## src/verilog/blsba_regs.svh

```systemverilog
// Widths, reset values and bit constants for the byte logic/shift/bit datapath.
// Assumes inclusion by the package and by each design file; guarded.
// Function
// RQ1: AND destination with register or immediate
// RQ2: OR destination with register or immediate
// RQ3: XOR destination with register or immediate
// RQ4: Complement register, all bits inverted
// RQ5: Arithmetic shift register by one
// RQ6: Logical shift register by one
// RQ7: Rotate register by one, carry excluded
// RQ8: Rotate through carry as ninth bit
// RQ9: Bit position from immediate or register
// RQ10: Bit set forces one, rest kept
// RQ11: Bit clear forces zero, rest kept
// RQ12: Bit invert toggles selected bit only
// RQ13: Bit test loads zero flag inverted
// RQ14: Carry ANDed with bit or inverse
// RQ15: Carry ORed with bit or inverse
// RQ16: Carry XORed with bit or inverse
// RQ17: Bit or inverse copied into carry
// RQ18: Carry or inverse stored into bit
// RQ19: Inverting variants take immediate position only
// RQ20: Memory bit change is read-modify-write
// RQ21: Unnamed flags kept; logic sets N,Z (the code also clears V on every non-bit op)
`ifndef BLSBA_REGS_SVH
`define BLSBA_REGS_SVH

`define BLSBA_DATA_W 8
`define BLSBA_IDX_W 4
`define BLSBA_NREG 16
`define BLSBA_POS_W 3
`define BLSBA_ADDR_W 16
`define BLSBA_MSB 7
`define BLSBA_BYTE_ZERO 8'h00
`define BLSBA_BYTE_ONE 8'h01
`define BLSBA_FLAGS_RST 4'h0

`endif
```

## src/verilog/blsba_pkg.sv

```systemverilog
// Types shared by the datapath top and its bit unit.
// Assumes blsba_regs.svh is on the include path.
`include "blsba_regs.svh"

package blsba_pkg;

    typedef enum logic [4:0] {
        logic_and_op = 5'h00,
        logic_or_op = 5'h01,
        logic_xor_op = 5'h02,
        logic_not_op = 5'h03,
        arith_shift_left_op = 5'h04,
        arith_shift_right_op = 5'h05,
        logic_shift_left_op = 5'h06,
        logic_shift_right_op = 5'h07,
        rotate_left_op = 5'h08,
        rotate_right_op = 5'h09,
        rotate_left_carry_op = 5'h0a,
        rotate_right_carry_op = 5'h0b,
        bit_force_one_op = 5'h0c,
        bit_force_zero_op = 5'h0d,
        bit_toggle_op = 5'h0e,
        bit_probe_op = 5'h0f,
        carry_and_bit_op = 5'h10,
        carry_and_inv_bit_op = 5'h11,
        carry_or_bit_op = 5'h12,
        carry_or_inv_bit_op = 5'h13,
        carry_xor_bit_op = 5'h14,
        carry_xor_inv_bit_op = 5'h15,
        bit_to_carry_op = 5'h16,
        inv_bit_to_carry_op = 5'h17,
        carry_to_bit_op = 5'h18,
        inv_carry_to_bit_op = 5'h19
    } blsba_op_type;

    typedef enum logic [2:0] {
        st_idle = 3'h1,
        st_read = 3'h2,
        st_write = 3'h4
    } blsba_state_type;

    typedef struct packed {
        logic n;
        logic z;
        logic v;
        logic c;
    } blsba_flags_type;

    typedef struct packed {
        logic valid;
        blsba_op_type op;
        logic [`BLSBA_IDX_W-1:0] dst;
        logic [`BLSBA_IDX_W-1:0] src;
        logic [`BLSBA_DATA_W-1:0] imm;
        logic use_imm;
        logic pos_from_reg;
        logic mem;
        logic [`BLSBA_ADDR_W-1:0] addr;
    } blsba_req_type;

    typedef struct packed {
        logic rd;
        logic wr;
        logic [`BLSBA_ADDR_W-1:0] addr;
        logic [`BLSBA_DATA_W-1:0] wdata;
    } blsba_mem_type;

    typedef struct packed {
        logic valid;
        logic [`BLSBA_IDX_W-1:0] idx;
        logic [`BLSBA_DATA_W-1:0] data;
        logic c_we;
        logic c;
    } blsba_load_type;

    typedef struct packed {
        logic done;
        logic illegal;
    } blsba_done_type;

endpackage : blsba_pkg

```

## src/verilog/blsba_alu.sv

```systemverilog
// Byte logic, shift, rotate and bit datapath with its own byte register file.
// Assumes one request at a time, taken only while o_busy is low, and a
// memory port that answers a read with i_mem_rvalid and takes a write at once.
`timescale 1ns/1ps
`include "blsba_regs.svh"

module blsba_alu (
    input wire logic i_clk,
    input wire logic i_reset,
    input wire blsba_pkg::blsba_req_type i_req,
    input wire blsba_pkg::blsba_load_type i_load,
    input wire logic [`BLSBA_IDX_W-1:0] i_rd_idx,
    input wire logic i_mem_rvalid,
    input wire logic [`BLSBA_DATA_W-1:0] i_mem_rdata,
    output blsba_pkg::blsba_mem_type o_mem,
    output blsba_pkg::blsba_flags_type o_flags,
    output blsba_pkg::blsba_done_type o_done,
    output logic [`BLSBA_DATA_W-1:0] o_rd_data,
    output logic o_busy
);
    logic [`BLSBA_DATA_W-1:0] reg_file_ff [`BLSBA_NREG];
    blsba_pkg::blsba_state_type state_ff;
    blsba_pkg::blsba_state_type nxt_state;
    blsba_pkg::blsba_req_type req_ff;
    blsba_pkg::blsba_flags_type flags_ff;
    blsba_pkg::blsba_mem_type mem_ff;
    blsba_pkg::blsba_done_type done_ff;
    logic [`BLSBA_DATA_W-1:0] rd_data_ff;
    logic busy_ff;

    blsba_pkg::blsba_req_type cur;
    logic [`BLSBA_DATA_W-1:0] opnd;
    logic [`BLSBA_DATA_W-1:0] srcv;
    logic [`BLSBA_POS_W-1:0] pos;
    logic [`BLSBA_DATA_W:0] alu_out;
    logic [`BLSBA_DATA_W-1:0] bit_byte;
    logic bit_c;
    logic bit_z;
    logic bit_byte_we;
    logic bit_c_we;
    logic bit_z_we;
    logic take;
    logic illegal;
    logic exec;
    logic [`BLSBA_DATA_W-1:0] result;
    logic byte_we;

    // Inverting bit variants
    function automatic logic is_inv(input blsba_pkg::blsba_op_type op);
        case (op)
            blsba_pkg::carry_and_inv_bit_op,
            blsba_pkg::carry_or_inv_bit_op,
            blsba_pkg::carry_xor_inv_bit_op,
            blsba_pkg::inv_bit_to_carry_op,
            blsba_pkg::inv_carry_to_bit_op: is_inv = 1'b1;
            default: is_inv = 1'b0;
        endcase
    endfunction : is_inv

    // Bit instructions occupy the upper part of the opcode space
    function automatic logic is_bit(input blsba_pkg::blsba_op_type op);
        is_bit = (op >= blsba_pkg::bit_force_one_op);
    endfunction : is_bit

    // Shifts and rotates load carry with the bit pushed out
    function automatic logic is_shift(input blsba_pkg::blsba_op_type op);
        is_shift = (op >= blsba_pkg::arith_shift_left_op) &&
            (op <= blsba_pkg::rotate_right_carry_op);
    endfunction : is_shift

    // Byte result with carry out in the top bit
    function automatic logic [`BLSBA_DATA_W:0] alu_byte(
        input blsba_pkg::blsba_op_type op,
        input logic [`BLSBA_DATA_W-1:0] d,
        input logic [`BLSBA_DATA_W-1:0] s,
        input logic c
    );
        case (op)
            blsba_pkg::logic_and_op: alu_byte = {c, d & s}; // RQ1
            blsba_pkg::logic_or_op: alu_byte = {c, d | s}; // RQ2
            blsba_pkg::logic_xor_op: alu_byte = {c, d ^ s}; // RQ3
            blsba_pkg::logic_not_op: alu_byte = {c, ~d}; // RQ4
            blsba_pkg::arith_shift_left_op,
            blsba_pkg::logic_shift_left_op: alu_byte = {d, 1'b0}; // RQ5 RQ6
            blsba_pkg::arith_shift_right_op:
                alu_byte = {d[0], d[`BLSBA_MSB], d[`BLSBA_MSB:1]}; // RQ5
            blsba_pkg::logic_shift_right_op:
                alu_byte = {d[0], 1'b0, d[`BLSBA_MSB:1]}; // RQ6
            blsba_pkg::rotate_left_op:
                alu_byte = {d, d[`BLSBA_MSB]}; // RQ7
            blsba_pkg::rotate_right_op:
                alu_byte = {d[0], d[0], d[`BLSBA_MSB:1]}; // RQ7
            blsba_pkg::rotate_left_carry_op:
                alu_byte = {d, c}; // RQ8
            blsba_pkg::rotate_right_carry_op:
                alu_byte = {d[0], c, d[`BLSBA_MSB:1]}; // RQ8
            default: alu_byte = {c, d};
        endcase
    endfunction : alu_byte

    // Live request while idle, latched one while a memory access runs
    assign cur = (state_ff == blsba_pkg::st_idle) ? i_req : req_ff;
    assign opnd = (state_ff == blsba_pkg::st_idle) ? reg_file_ff[cur.dst] : i_mem_rdata;
    assign srcv = cur.use_imm ? cur.imm : reg_file_ff[cur.src];
    assign pos = cur.pos_from_reg ? reg_file_ff[cur.src][`BLSBA_POS_W-1:0]
        : cur.imm[`BLSBA_POS_W-1:0]; // RQ9

    // Register position on an inverting variant is refused; memory only for bits
    assign illegal = (is_inv(cur.op) && cur.pos_from_reg) || // RQ19
        (cur.mem && !is_bit(cur.op));
    assign take = (state_ff == blsba_pkg::st_idle) && i_req.valid;
    assign exec = (take && !illegal && !i_req.mem) ||
        ((state_ff == blsba_pkg::st_read) && i_mem_rvalid);

    assign alu_out = alu_byte(cur.op, opnd, srcv, flags_ff.c);
    assign result = is_bit(cur.op) ? bit_byte : alu_out[`BLSBA_DATA_W-1:0];
    assign byte_we = is_bit(cur.op) ? bit_byte_we : 1'b1;

    blsba_bit_unit u_bit (
        .i_op(cur.op),
        .i_byte(opnd),
        .i_pos(pos),
        .i_c(flags_ff.c),
        .o_byte(bit_byte),
        .o_c(bit_c),
        .o_z(bit_z),
        .o_byte_we(bit_byte_we),
        .o_c_we(bit_c_we),
        .o_z_we(bit_z_we)
    );

    // Sequencer: register ops finish in one cycle, memory bit ops read first
    always_comb begin
        nxt_state = state_ff;
        case (state_ff)
            blsba_pkg::st_idle: begin
                if (take && !illegal && i_req.mem) begin
                    nxt_state = blsba_pkg::st_read; // RQ20
                end
            end
            blsba_pkg::st_read: begin
                if (i_mem_rvalid) begin
                    nxt_state = bit_byte_we ? blsba_pkg::st_write : blsba_pkg::st_idle;
                end
            end
            blsba_pkg::st_write: begin
                nxt_state = blsba_pkg::st_idle;
            end
            default: begin
                nxt_state = blsba_pkg::st_idle;
            end
        endcase
    end

    always_ff @(posedge i_clk) begin
        if (i_reset) begin
            state_ff <= blsba_pkg::st_idle;
        end else begin
            state_ff <= nxt_state;
        end
    end

    // Request held for the length of a memory access
    always_ff @(posedge i_clk) begin
        if (i_reset) begin
            req_ff <= '0;
        end else if (take) begin
            req_ff <= i_req;
        end
    end

    // Busy mirrors the next state so it comes from a flop
    always_ff @(posedge i_clk) begin
        if (i_reset) begin
            busy_ff <= 1'b0;
        end else begin
            busy_ff <= (nxt_state != blsba_pkg::st_idle);
        end
    end

    // Memory port: read held until data, write for exactly one cycle
    always_ff @(posedge i_clk) begin
        if (i_reset) begin
            mem_ff <= '0;
        end else begin
            mem_ff.wr <= 1'b0;
            if (take && !illegal && i_req.mem) begin
                mem_ff.rd <= 1'b1; // RQ20
                mem_ff.addr <= i_req.addr;
            end else if ((state_ff == blsba_pkg::st_read) && i_mem_rvalid) begin
                mem_ff.rd <= 1'b0;
                if (bit_byte_we) begin
                    mem_ff.wr <= 1'b1; // RQ20
                    mem_ff.wdata <= bit_byte;
                end
            end
        end
    end

    // Register file; a load on the same cycle as a write-back loses
    always_ff @(posedge i_clk) begin
        if (i_reset) begin
            for (int i = 0; i < `BLSBA_NREG; i++) begin
                reg_file_ff[i] <= `BLSBA_BYTE_ZERO;
            end
        end else if (exec && !cur.mem && byte_we) begin
            reg_file_ff[cur.dst] <= result; // RQ1 RQ4 RQ5 RQ7
        end else if (i_load.valid) begin
            reg_file_ff[i_load.idx] <= i_load.data;
        end
    end

    // Flags: each instruction touches only the flags it names, except that non-bit ops also clear V
    always_ff @(posedge i_clk) begin
        if (i_reset) begin
            flags_ff <= `BLSBA_FLAGS_RST;
        end else if (exec) begin
            if (!is_bit(cur.op)) begin
                flags_ff.n <= result[`BLSBA_MSB]; // RQ21
                flags_ff.z <= (result == `BLSBA_BYTE_ZERO); // RQ21
                flags_ff.v <= 1'b0;
                if (is_shift(cur.op)) begin
                    flags_ff.c <= alu_out[`BLSBA_DATA_W]; // RQ8
                end
            end else begin
                if (bit_c_we) begin
                    flags_ff.c <= bit_c; // RQ14 RQ17
                end
                if (bit_z_we) begin
                    flags_ff.z <= bit_z; // RQ13
                end
            end
        end else if (i_load.valid && i_load.c_we) begin
            flags_ff.c <= i_load.c;
        end
    end

    // Completion pulse, flagged when the request was refused
    always_ff @(posedge i_clk) begin
        if (i_reset) begin
            done_ff <= '0;
        end else begin
            done_ff.done <= (take && (illegal || !i_req.mem)) ||
                ((state_ff == blsba_pkg::st_read) && i_mem_rvalid && !bit_byte_we) ||
                (state_ff == blsba_pkg::st_write);
            done_ff.illegal <= take && illegal; // RQ19
        end
    end

    // Registered read port for software-visible register contents
    always_ff @(posedge i_clk) begin
        if (i_reset) begin
            rd_data_ff <= `BLSBA_BYTE_ZERO;
        end else begin
            rd_data_ff <= reg_file_ff[i_rd_idx];
        end
    end

    assign o_mem = mem_ff;
    assign o_flags = flags_ff;
    assign o_done = done_ff;
    assign o_rd_data = rd_data_ff;
    assign o_busy = busy_ff;

    // Checks on the datapath results, refusals and the memory sequence
    a_and_result: assert property (@(posedge i_clk) disable iff (i_reset) // RQ1
        (exec && !cur.mem && cur.op == blsba_pkg::logic_and_op) |=>
        reg_file_ff[$past(cur.dst)] == ($past(opnd) & $past(srcv)))
        else $error("AND result wrong");

    a_or_result: assert property (@(posedge i_clk) disable iff (i_reset) // RQ2
        (exec && !cur.mem && cur.op == blsba_pkg::logic_or_op) |=>
        reg_file_ff[$past(cur.dst)] == ($past(opnd) | $past(srcv)))
        else $error("OR result wrong");

    a_xor_result: assert property (@(posedge i_clk) disable iff (i_reset) // RQ3
        (exec && !cur.mem && cur.op == blsba_pkg::logic_xor_op) |=>
        reg_file_ff[$past(cur.dst)] == ($past(opnd) ^ $past(srcv)))
        else $error("XOR result wrong");

    a_not_result: assert property (@(posedge i_clk) disable iff (i_reset) // RQ4
        (exec && !cur.mem && cur.op == blsba_pkg::logic_not_op) |=>
        reg_file_ff[$past(cur.dst)] == ~$past(opnd))
        else $error("complement wrong");

    a_sar_sign: assert property (@(posedge i_clk) disable iff (i_reset) // RQ5
        (exec && !cur.mem && cur.op == blsba_pkg::arith_shift_right_op) |=>
        reg_file_ff[$past(cur.dst)][`BLSBA_MSB] == $past(opnd[`BLSBA_MSB]) &&
        flags_ff.c == $past(opnd[0]))
        else $error("arithmetic right shift wrong");

    a_shr_logic: assert property (@(posedge i_clk) disable iff (i_reset) // RQ6
        (exec && !cur.mem && cur.op == blsba_pkg::logic_shift_right_op) |=>
        reg_file_ff[$past(cur.dst)] == ($past(opnd) >> 1))
        else $error("logical right shift wrong");

    a_rotate_left_op_loop: assert property (@(posedge i_clk) disable iff (i_reset) // RQ7
        (exec && !cur.mem && cur.op == blsba_pkg::rotate_left_op) |=>
        reg_file_ff[$past(cur.dst)][0] == $past(opnd[`BLSBA_MSB]))
        else $error("rotate left wrong");

    a_rotate_left_carry_op_carry: assert property (@(posedge i_clk) disable iff (i_reset) // RQ8
        (exec && !cur.mem && cur.op == blsba_pkg::rotate_left_carry_op) |=>
        reg_file_ff[$past(cur.dst)][0] == $past(flags_ff.c) &&
        flags_ff.c == $past(opnd[`BLSBA_MSB]))
        else $error("rotate through carry wrong");

    a_set_bit: assert property (@(posedge i_clk) disable iff (i_reset) // RQ10
        (exec && cur.op == blsba_pkg::bit_force_one_op) |->
        (bit_byte[pos] && ((bit_byte ^ opnd) & ~(`BLSBA_BYTE_ONE << pos)) == '0))
        else $error("bit set disturbs other bits");

    a_probe_z: assert property (@(posedge i_clk) disable iff (i_reset) // RQ13
        (exec && cur.op == blsba_pkg::bit_probe_op) |=>
        flags_ff.z == !$past(opnd[pos]) && $stable(flags_ff.c))
        else $error("bit test zero flag wrong");

    a_inv_refused: assert property (@(posedge i_clk) disable iff (i_reset) // RQ19
        (take && is_inv(i_req.op) && i_req.pos_from_reg) |=>
        o_done.done && o_done.illegal && $stable(flags_ff))
        else $error("register position accepted on inverting variant");

    a_rmw_write: assert property (@(posedge i_clk) disable iff (i_reset) // RQ20
        (state_ff == blsba_pkg::st_read && i_mem_rvalid && bit_byte_we) |=>
        o_mem.wr && !o_mem.rd ##1 !o_mem.wr && o_done.done)
        else $error("read-modify-write sequence broken");

endmodule : blsba_alu

```

## src/verilog/blsba_bit_unit.sv

```systemverilog
// Single-bit operations on one byte and on the carry flag, combinational.
// Assumes the caller has already checked position source legality.
`timescale 1ns/1ps
`include "blsba_regs.svh"

module blsba_bit_unit (
    input wire blsba_pkg::blsba_op_type i_op,
    input wire logic [`BLSBA_DATA_W-1:0] i_byte,
    input wire logic [`BLSBA_POS_W-1:0] i_pos,
    input wire logic i_c,
    output logic [`BLSBA_DATA_W-1:0] o_byte,
    output logic o_c,
    output logic o_z,
    output logic o_byte_we,
    output logic o_c_we,
    output logic o_z_we
);
    logic [`BLSBA_DATA_W-1:0] mask;
    logic sel;

    // Mask from position; shifting a one keeps the decode in one place
    assign mask = `BLSBA_BYTE_ONE << i_pos; // RQ9
    assign sel = |(i_byte & mask);

    // Only the masked bit may differ from the input byte
    always_comb begin
        o_byte = i_byte;
        o_c = i_c;
        o_z = 1'b0;
        o_byte_we = 1'b0;
        o_c_we = 1'b0;
        o_z_we = 1'b0;
        case (i_op)
            blsba_pkg::bit_force_one_op: begin
                o_byte = i_byte | mask; // RQ10
                o_byte_we = 1'b1;
            end
            blsba_pkg::bit_force_zero_op: begin
                o_byte = i_byte & ~mask; // RQ11
                o_byte_we = 1'b1;
            end
            blsba_pkg::bit_toggle_op: begin
                o_byte = i_byte ^ mask; // RQ12
                o_byte_we = 1'b1;
            end
            blsba_pkg::bit_probe_op: begin
                o_z = ~sel; // RQ13
                o_z_we = 1'b1;
            end
            blsba_pkg::carry_and_bit_op: begin
                o_c = i_c & sel; // RQ14
                o_c_we = 1'b1;
            end
            blsba_pkg::carry_and_inv_bit_op: begin
                o_c = i_c & ~sel; // RQ14
                o_c_we = 1'b1;
            end
            blsba_pkg::carry_or_bit_op: begin
                o_c = i_c | sel; // RQ15
                o_c_we = 1'b1;
            end
            blsba_pkg::carry_or_inv_bit_op: begin
                o_c = i_c | ~sel; // RQ15
                o_c_we = 1'b1;
            end
            blsba_pkg::carry_xor_bit_op: begin
                o_c = i_c ^ sel; // RQ16
                o_c_we = 1'b1;
            end
            blsba_pkg::carry_xor_inv_bit_op: begin
                o_c = i_c ^ ~sel; // RQ16
                o_c_we = 1'b1;
            end
            blsba_pkg::bit_to_carry_op: begin
                o_c = sel; // RQ17
                o_c_we = 1'b1;
            end
            blsba_pkg::inv_bit_to_carry_op: begin
                o_c = ~sel; // RQ17
                o_c_we = 1'b1;
            end
            blsba_pkg::carry_to_bit_op: begin
                o_byte = i_c ? (i_byte | mask) : (i_byte & ~mask); // RQ18
                o_byte_we = 1'b1;
            end
            blsba_pkg::inv_carry_to_bit_op: begin
                o_byte = i_c ? (i_byte & ~mask) : (i_byte | mask); // RQ18
                o_byte_we = 1'b1;
            end
            default: begin
                o_byte = i_byte;
            end
        endcase
    end

endmodule : blsba_bit_unit

```

## config.mk

```make
export PLATFORM = sky130hd
export DESIGN_NAME = blsba_alu
export DESIGN_NICKNAME = d
export VERILOG_FILES = /design/src/verilog/blsba_pkg.sv /design/src/verilog/blsba_alu.sv /design/src/verilog/blsba_bit_unit.sv
export VERILOG_INCLUDE_DIRS = /design/src /design/src/verilog
export SDC_FILE = /design/constraint.sdc
export NUM_CORES = 1
export LEC_CHECK = 0
export BUFFER_PORTS_ARGS = -buffer_cell sky130_fd_sc_hd__buf_2
export CAP_MARGIN = 20
export CELL_PAD_IN_SITES_DETAIL_PLACEMENT = 1
export CELL_PAD_IN_SITES_GLOBAL_PLACEMENT = 1
export CORE_ASPECT_RATIO = 0.8
export CORE_MARGIN = 2
export CORE_UTILIZATION = 45
export CTS_BUF_LIST = sky130_fd_sc_hd__clkbuf_4 sky130_fd_sc_hd__clkbuf_8 sky130_fd_sc_hd__clkbuf_16
export CTS_CLUSTER_SIZE = 25
export DETAILED_ROUTE_END_ITERATION = 12
export GPL_ROUTABILITY_DRIVEN = 0
export PLACE_DENSITY_LB_ADDON = 0.12
export REMOVE_ABC_BUFFERS = 1
export SKIP_CTS_REPAIR_TIMING = 1
export SLEW_MARGIN = 15
export SYNTH_ARGS = -nofsm -noshare
export SYNTH_HDL_FRONTEND = slang
export SYNTH_SLANG_ARGS = --single-unit
export TNS_END_PERCENT = 20
```

## constraint.sdc

```tcl
create_clock -name i_clk -period 12 [get_ports i_clk]
set_input_delay 1.2 -clock i_clk [delete_from_list [all_inputs] [get_ports i_clk]]
set_output_delay 1.2 -clock i_clk [all_outputs]
set_load 0.05 [all_outputs]
```

# Word-level counts from Yosys, hierarchy flattened
# Memory sizes are Yosys's and may differ from the RTL's. A register that Yosys moved wholly into a read port is not among the register bits.
# Cells that the tools add are included.
totals:
  regBits: 75
  ram_bits: 128
  inputBits: 71
  output_inout_bits: 41
  word_cells: 166
  mem_count: 1
classes:
  magnitude_cmp: 3
  n_eq_ne: 38
  shift: 1
  muxes: 45
  bitwise: 19
  reduce_logical: 40
memory_table:
  columns: ["memory", "words", "word_bits", "read_ports", "rd_ports_with_merged_regs", "wr", "line", "rtl"]
  rows:
  - ["reg_file_ff", 16, 8, 3, 1, 16, "blsba_alu.sv:21", "logic [`BLSBA_DATA_W-1:0] reg_file_ff [`BLSBA_NREG];"]
ops:
  columns: ["op", "n"]
  rows:
  - ["9-bit case mux with 11 select lines", 1]
  - ["8-bit two-way mux", 7]
  - ["5-bit == test (second input constant)", 10]
  - ["5-bit by 4-bit == test with 1-bit output (second input constant)", 8]
  - ["40-bit two-way mux", 1]
  - ["8-bit case mux with 5 select lines", 1]
  - ["8-bit OR reduction", 4]
  - ["1-bit two-way mux", 26]
  - ["8-bit bitwise AND", 3]
  - ["5-bit by 3-bit == test with 1-bit output (second input constant)", 4]
  - ["8-bit inverter", 2]
  - ["8-bit OR", 2]
  - ["8-bit bitwise XOR", 2]
  - ["3-bit inequality test (second input constant)", 5]
  - ["1-bit logical AND", 14]
  - ["3-bit two-way mux", 4]
  - ["5-bit by 2-bit == test with 1-bit output (second input constant)", 2]
  - ["10-bit by 2-bit inequality test with 1-bit output (second input constant)", 1]
  - ["5-bit OR reduction", 2]
  - ["9-bit by 1-bit inequality test with 1-bit output (second input constant)", 1]
  - ["9-bit AND reduction", 1]
  - ["8-bit logical NOT", 1]
  - ["4-bit two-way mux", 2]
  - ["1-bit case mux with 8 select lines", 1]
  - ["24 further kinds", 41]

# Longest topological paths before layout
depth:
  word_depth: 19
  mapped_depth: 25
  ltp_nobuf: 19

# Modules after synthesis
# From an unflattened synthesis, not the netlist that was laid out.
hier_totals:
  hier_cells: 1454
  area_unflattened_um2: 13546.7
modules_own_cells:
  columns: ["mod", "n_inst", "cells_each", "area_per_inst_um2", "seq_area_each_um2"]
  rows:
  - ["blsba_alu", 1, 1304, 12454.4, 5185.0]
  - ["blsba_bit_unit", 1, 150, 1092.3, 0.0]

# Worst setup path after synthesis
# OpenSTA, ideal clock, no wires.
synth_path:
  path_type: "in2reg"
  from: "in i_req[27] in the netlist's numbering"
  to: "mem reg_file_ff[10][7] in the netlist's numbering (data pin)"
  setup_time_ns: 0.261
  arrival_time_ns: 4.806
  required_ns: 11.739
  slack_ns: 6.932
  path_stages: 20
  n_path_buf: 5
  cell_sequence: "buf_2 buf_2 mux2_2 buf_1 buf_1 a311oi_1 a311oi_1 a31oi_1 nor2b_1 a211oi_1 or2_2 ha_1 nor3_1 a31oi_1 o21ai_0 a2111oi_2 mux2i_1 mux2i_4 buf_4 nor2_1"
synth_rtl:
  columns: ["item", "line", "rtl"]
  rows:
  - ["start, declared", "blsba_alu.sv:10", "input wire blsba_pkg::blsba_req_type i_req,"]
  - ["end, declared", "blsba_alu.sv:21", null]

==> results.cfg <==
[clock_network]
clockBufferDepth = 2
clk_latency_ns = 0.47
clkTransAtPathRegs_ns = 0.08
cts.sinks = 195
cts_made_buffers = 17
cts_tree = built
cts_root_buf = clkbuf_16
h-tree-depth = 4

[timing]
fin_setup_tns_ns = 0
drv_slew = 0
tightest_slew_ns = 1.21
period_minus_slack_ns = 6.06
skew_ns = 0.0143
hold_violations = 0
rsz0062_at_grt = false
final-setup-viol-count = 0
slew_headroom_pct = 19.3
fmax_ghz = 0.165
fin_ws_ns = 5.94
period_share_pct = 50.5

[synth]
syn_inst = 1494
yosys.area.top_type = edfxtp_1
syn_avg_cell_area_um2 = 9.30
synth_cell_types = 92
yosysSeqAreaShare_pct = 37.3
synth_ff_type = edfxtp_1
synthTopCellsByArea = edfxtp_1, mux4_2, dfxtp_1, nand2_1, mux2i_1
synth_warnings = 0
synth_edf_count = 128
ys_seq_elements = 195
async_flop_share_pct = 0
syn_area_um2 = 13900
yosys.area.top_type_share_pct = 27.7

[power_and_ir_drop]
p_comb_share_pct = 32.3
power.share.sequential_pct = 38.7
p_per_area_nw_per_um2 = 133
p_sw_share_pct = 38.4
peakVddDrop_mv = 0.0959
power.net_switching_mw = 0.778
pwr-share-clk_pct = 29.0
cellInternalPower_mw = 1.25
cellLeakagePower_nw = 5.86

[routing]
drtAntennaViolNets = 0
detail_route.iter0.violations = 1604
drc = 0
vias = 13200
wl_um = 57500
wl_per_cell_um = 29.3
drt-pass1-iter-count = 5
via_per_inst = 6.70

[placement]
io_buffers = 110
dpl.hpwl_um = 41200
place_worst_setup_slack_ns = 5.71

[die]
die_w_um = 200
die_h_um = 161
start_util_pct = 45.7
core_area_um2 = 30400
pin_count = 112
die_area_um2 = 32300
row_count = 57

[setup_path]
cp-end-kind = flip-flop
worstPathArrival_ns = 6.23
cp-start-kind = flip-flop
cp.required_ns = 12.17
path_class = flip-flop to flip-flop
worstPathMaxFanout = 44

[final_layout]
area_growth_pct = 9.82
drive_gt1_share_pct = 19.8
num-fill-cells = 3516
utilization_pct = 50.2
nets = 1650

[grt]
grt_max_degree = 50
globalRouteTotalUtil_pct = 35.6
grt_antenna_before_repair = 2
grt_pass1_vias = 13100
grt_pass1_wl_um = 85200
grt_overflow_total = 0

[job]
cap_violations = 0

[hold_path]
hold_path.class = flip-flop to flip-flop

[run_status]
status = finished, final reports clean
[synthesized netlist by cell type (20+ instances only)]
cell type,number
clkbuf_1,65
nand2b_1,22
buf_2,23
nor3_1,20
a211oi_1,51
o21ai_0,29
nand2_1,245
nor2b_1,23
dfxtp_1,67
inv_1,47
nand3_1,47
mux2i_1,73
nor2_1,187
mux2_2,24
edfxtp_1,128
mux4_2,61
a21oi_1,89
o211ai_1,26
ha_1,40
[routing by layer]
layer	part of all wire (%)	GRT usage (%)
met1	41	49.3
met2	42	50.8
met3	14	12.9
met5	0.023	0
met4	3.8	13.9
[worst max-delay path, cell delays in order (launching register included)]
cell and delay, ns:
dfxtp_1 0.69, or3b_2 0.55, buf_4 0.59, a21oi_1 0.15, buf_4 0.23, or3_1 0.38
o211ai_1 0.32, or2_1 0.43, nand3_1 0.25, ha_1 0.27, a21oi_1 0.13, o22ai_1 0.10
nand2_1 0.10, inv_1 0.06, a2111o_1 0.37, a31oi_2 0.97, nor2_1 0.09
[layout make-up]
| class | count | area [um2] | area share (%) |
|---|---|---|---|
| multi-input combinational | 1131 | 7990 | 52.3 |
| timing repair buffer | 146 | 823 | 5.39 |
| sequential | 195 | 5180 | 34.0 |
| inverter | 48 | 180 | 1.18 |
| tap | 413 | 517 | 3.39 |
| clock buffer | 18 | 439 | 2.88 |
| clock inverter | 14 | 130 | 0.853 |
| antenna | 1 | 2.50 | 0.0164 |
[logic make-up after synthesis]
logic type               share of synthesized area (%)
XOR/XNOR                                         0.189
AND/OR/NAND/NOR                                   19.7
adder cells (fa/ha/maj)                           3.60
multiplexers                                      17.4
other                                           0.0270
AO/OA/AOI/OAI                                     16.4
flip-flops                                        37.3
buffers and inverters                             5.45
[cell usage in the layout, fill, tap and decap left out, types with 9 or more instances in the layout]
master and n:
a211oi_1 51, buf_2 109, ha_1 40, o211ai_1 26
o22ai_1 10, nor3_1 19, inv_1 47, a311oi_1 17
mux4_2 61, nand3_1 47, or2_2 9, nand2b_1 22
a2111oi_0 12, buf_4 37, mux2_2 24, edfxtp_1 128
a31oi_1 17, nor2b_1 23, dfxtp_1 67, clkbuf_16 17
nor2_1 187, nand2_1 245, o21ai_0 29, a21oi_1 89
mux2i_1 68
[through the flow]
stage               cell area, um2  hold slack [ns]  total power, mW  instances
floorplan                    13300            0.427             1.17       1374
global placement             14700            0.439             1.41       1932
detailed placement           14700            0.445             1.43       1933
CTS                          15300            0.456             2.01       1965
global route                 15300            0.474             2.10       1965
finish                       15300            0.452             2.03       1966
[power groups by stage]
stage                     registers, mW  logic (mW)  clock network [mW]
after detailed placement          0.796       0.631                   0
after global placement            0.794       0.615                   0
after global routing              0.786       0.693               0.617
after CTS                         0.781       0.635               0.591
final                             0.784       0.654               0.588
after floorplan                   0.808       0.365                   0
[flip-flops by register name, indices dropped and copies added (netlist names)]
signal / count
reg_file_ff: 128
o_mem: 26
req_ff: 24
o_rd_data: 8
o_flags: 3
state_ff: 3
o_done: 2
o_busy: 1
[worst paths after layout]
kind | start | endpoint | slack, ns | cells past startpoint
max | state_ff[1] | reg_file_ff[7][4] | 5.94 | 16
min | o_mem[9] | o_mem[9] | 0.45 | 2
max reg2reg | state_ff[1] | reg_file_ff[7][4] | 5.94 | 16
min reg2reg | o_mem[9] | o_mem[9] | 0.45 | 2
(Power assumes the default switching activity.)
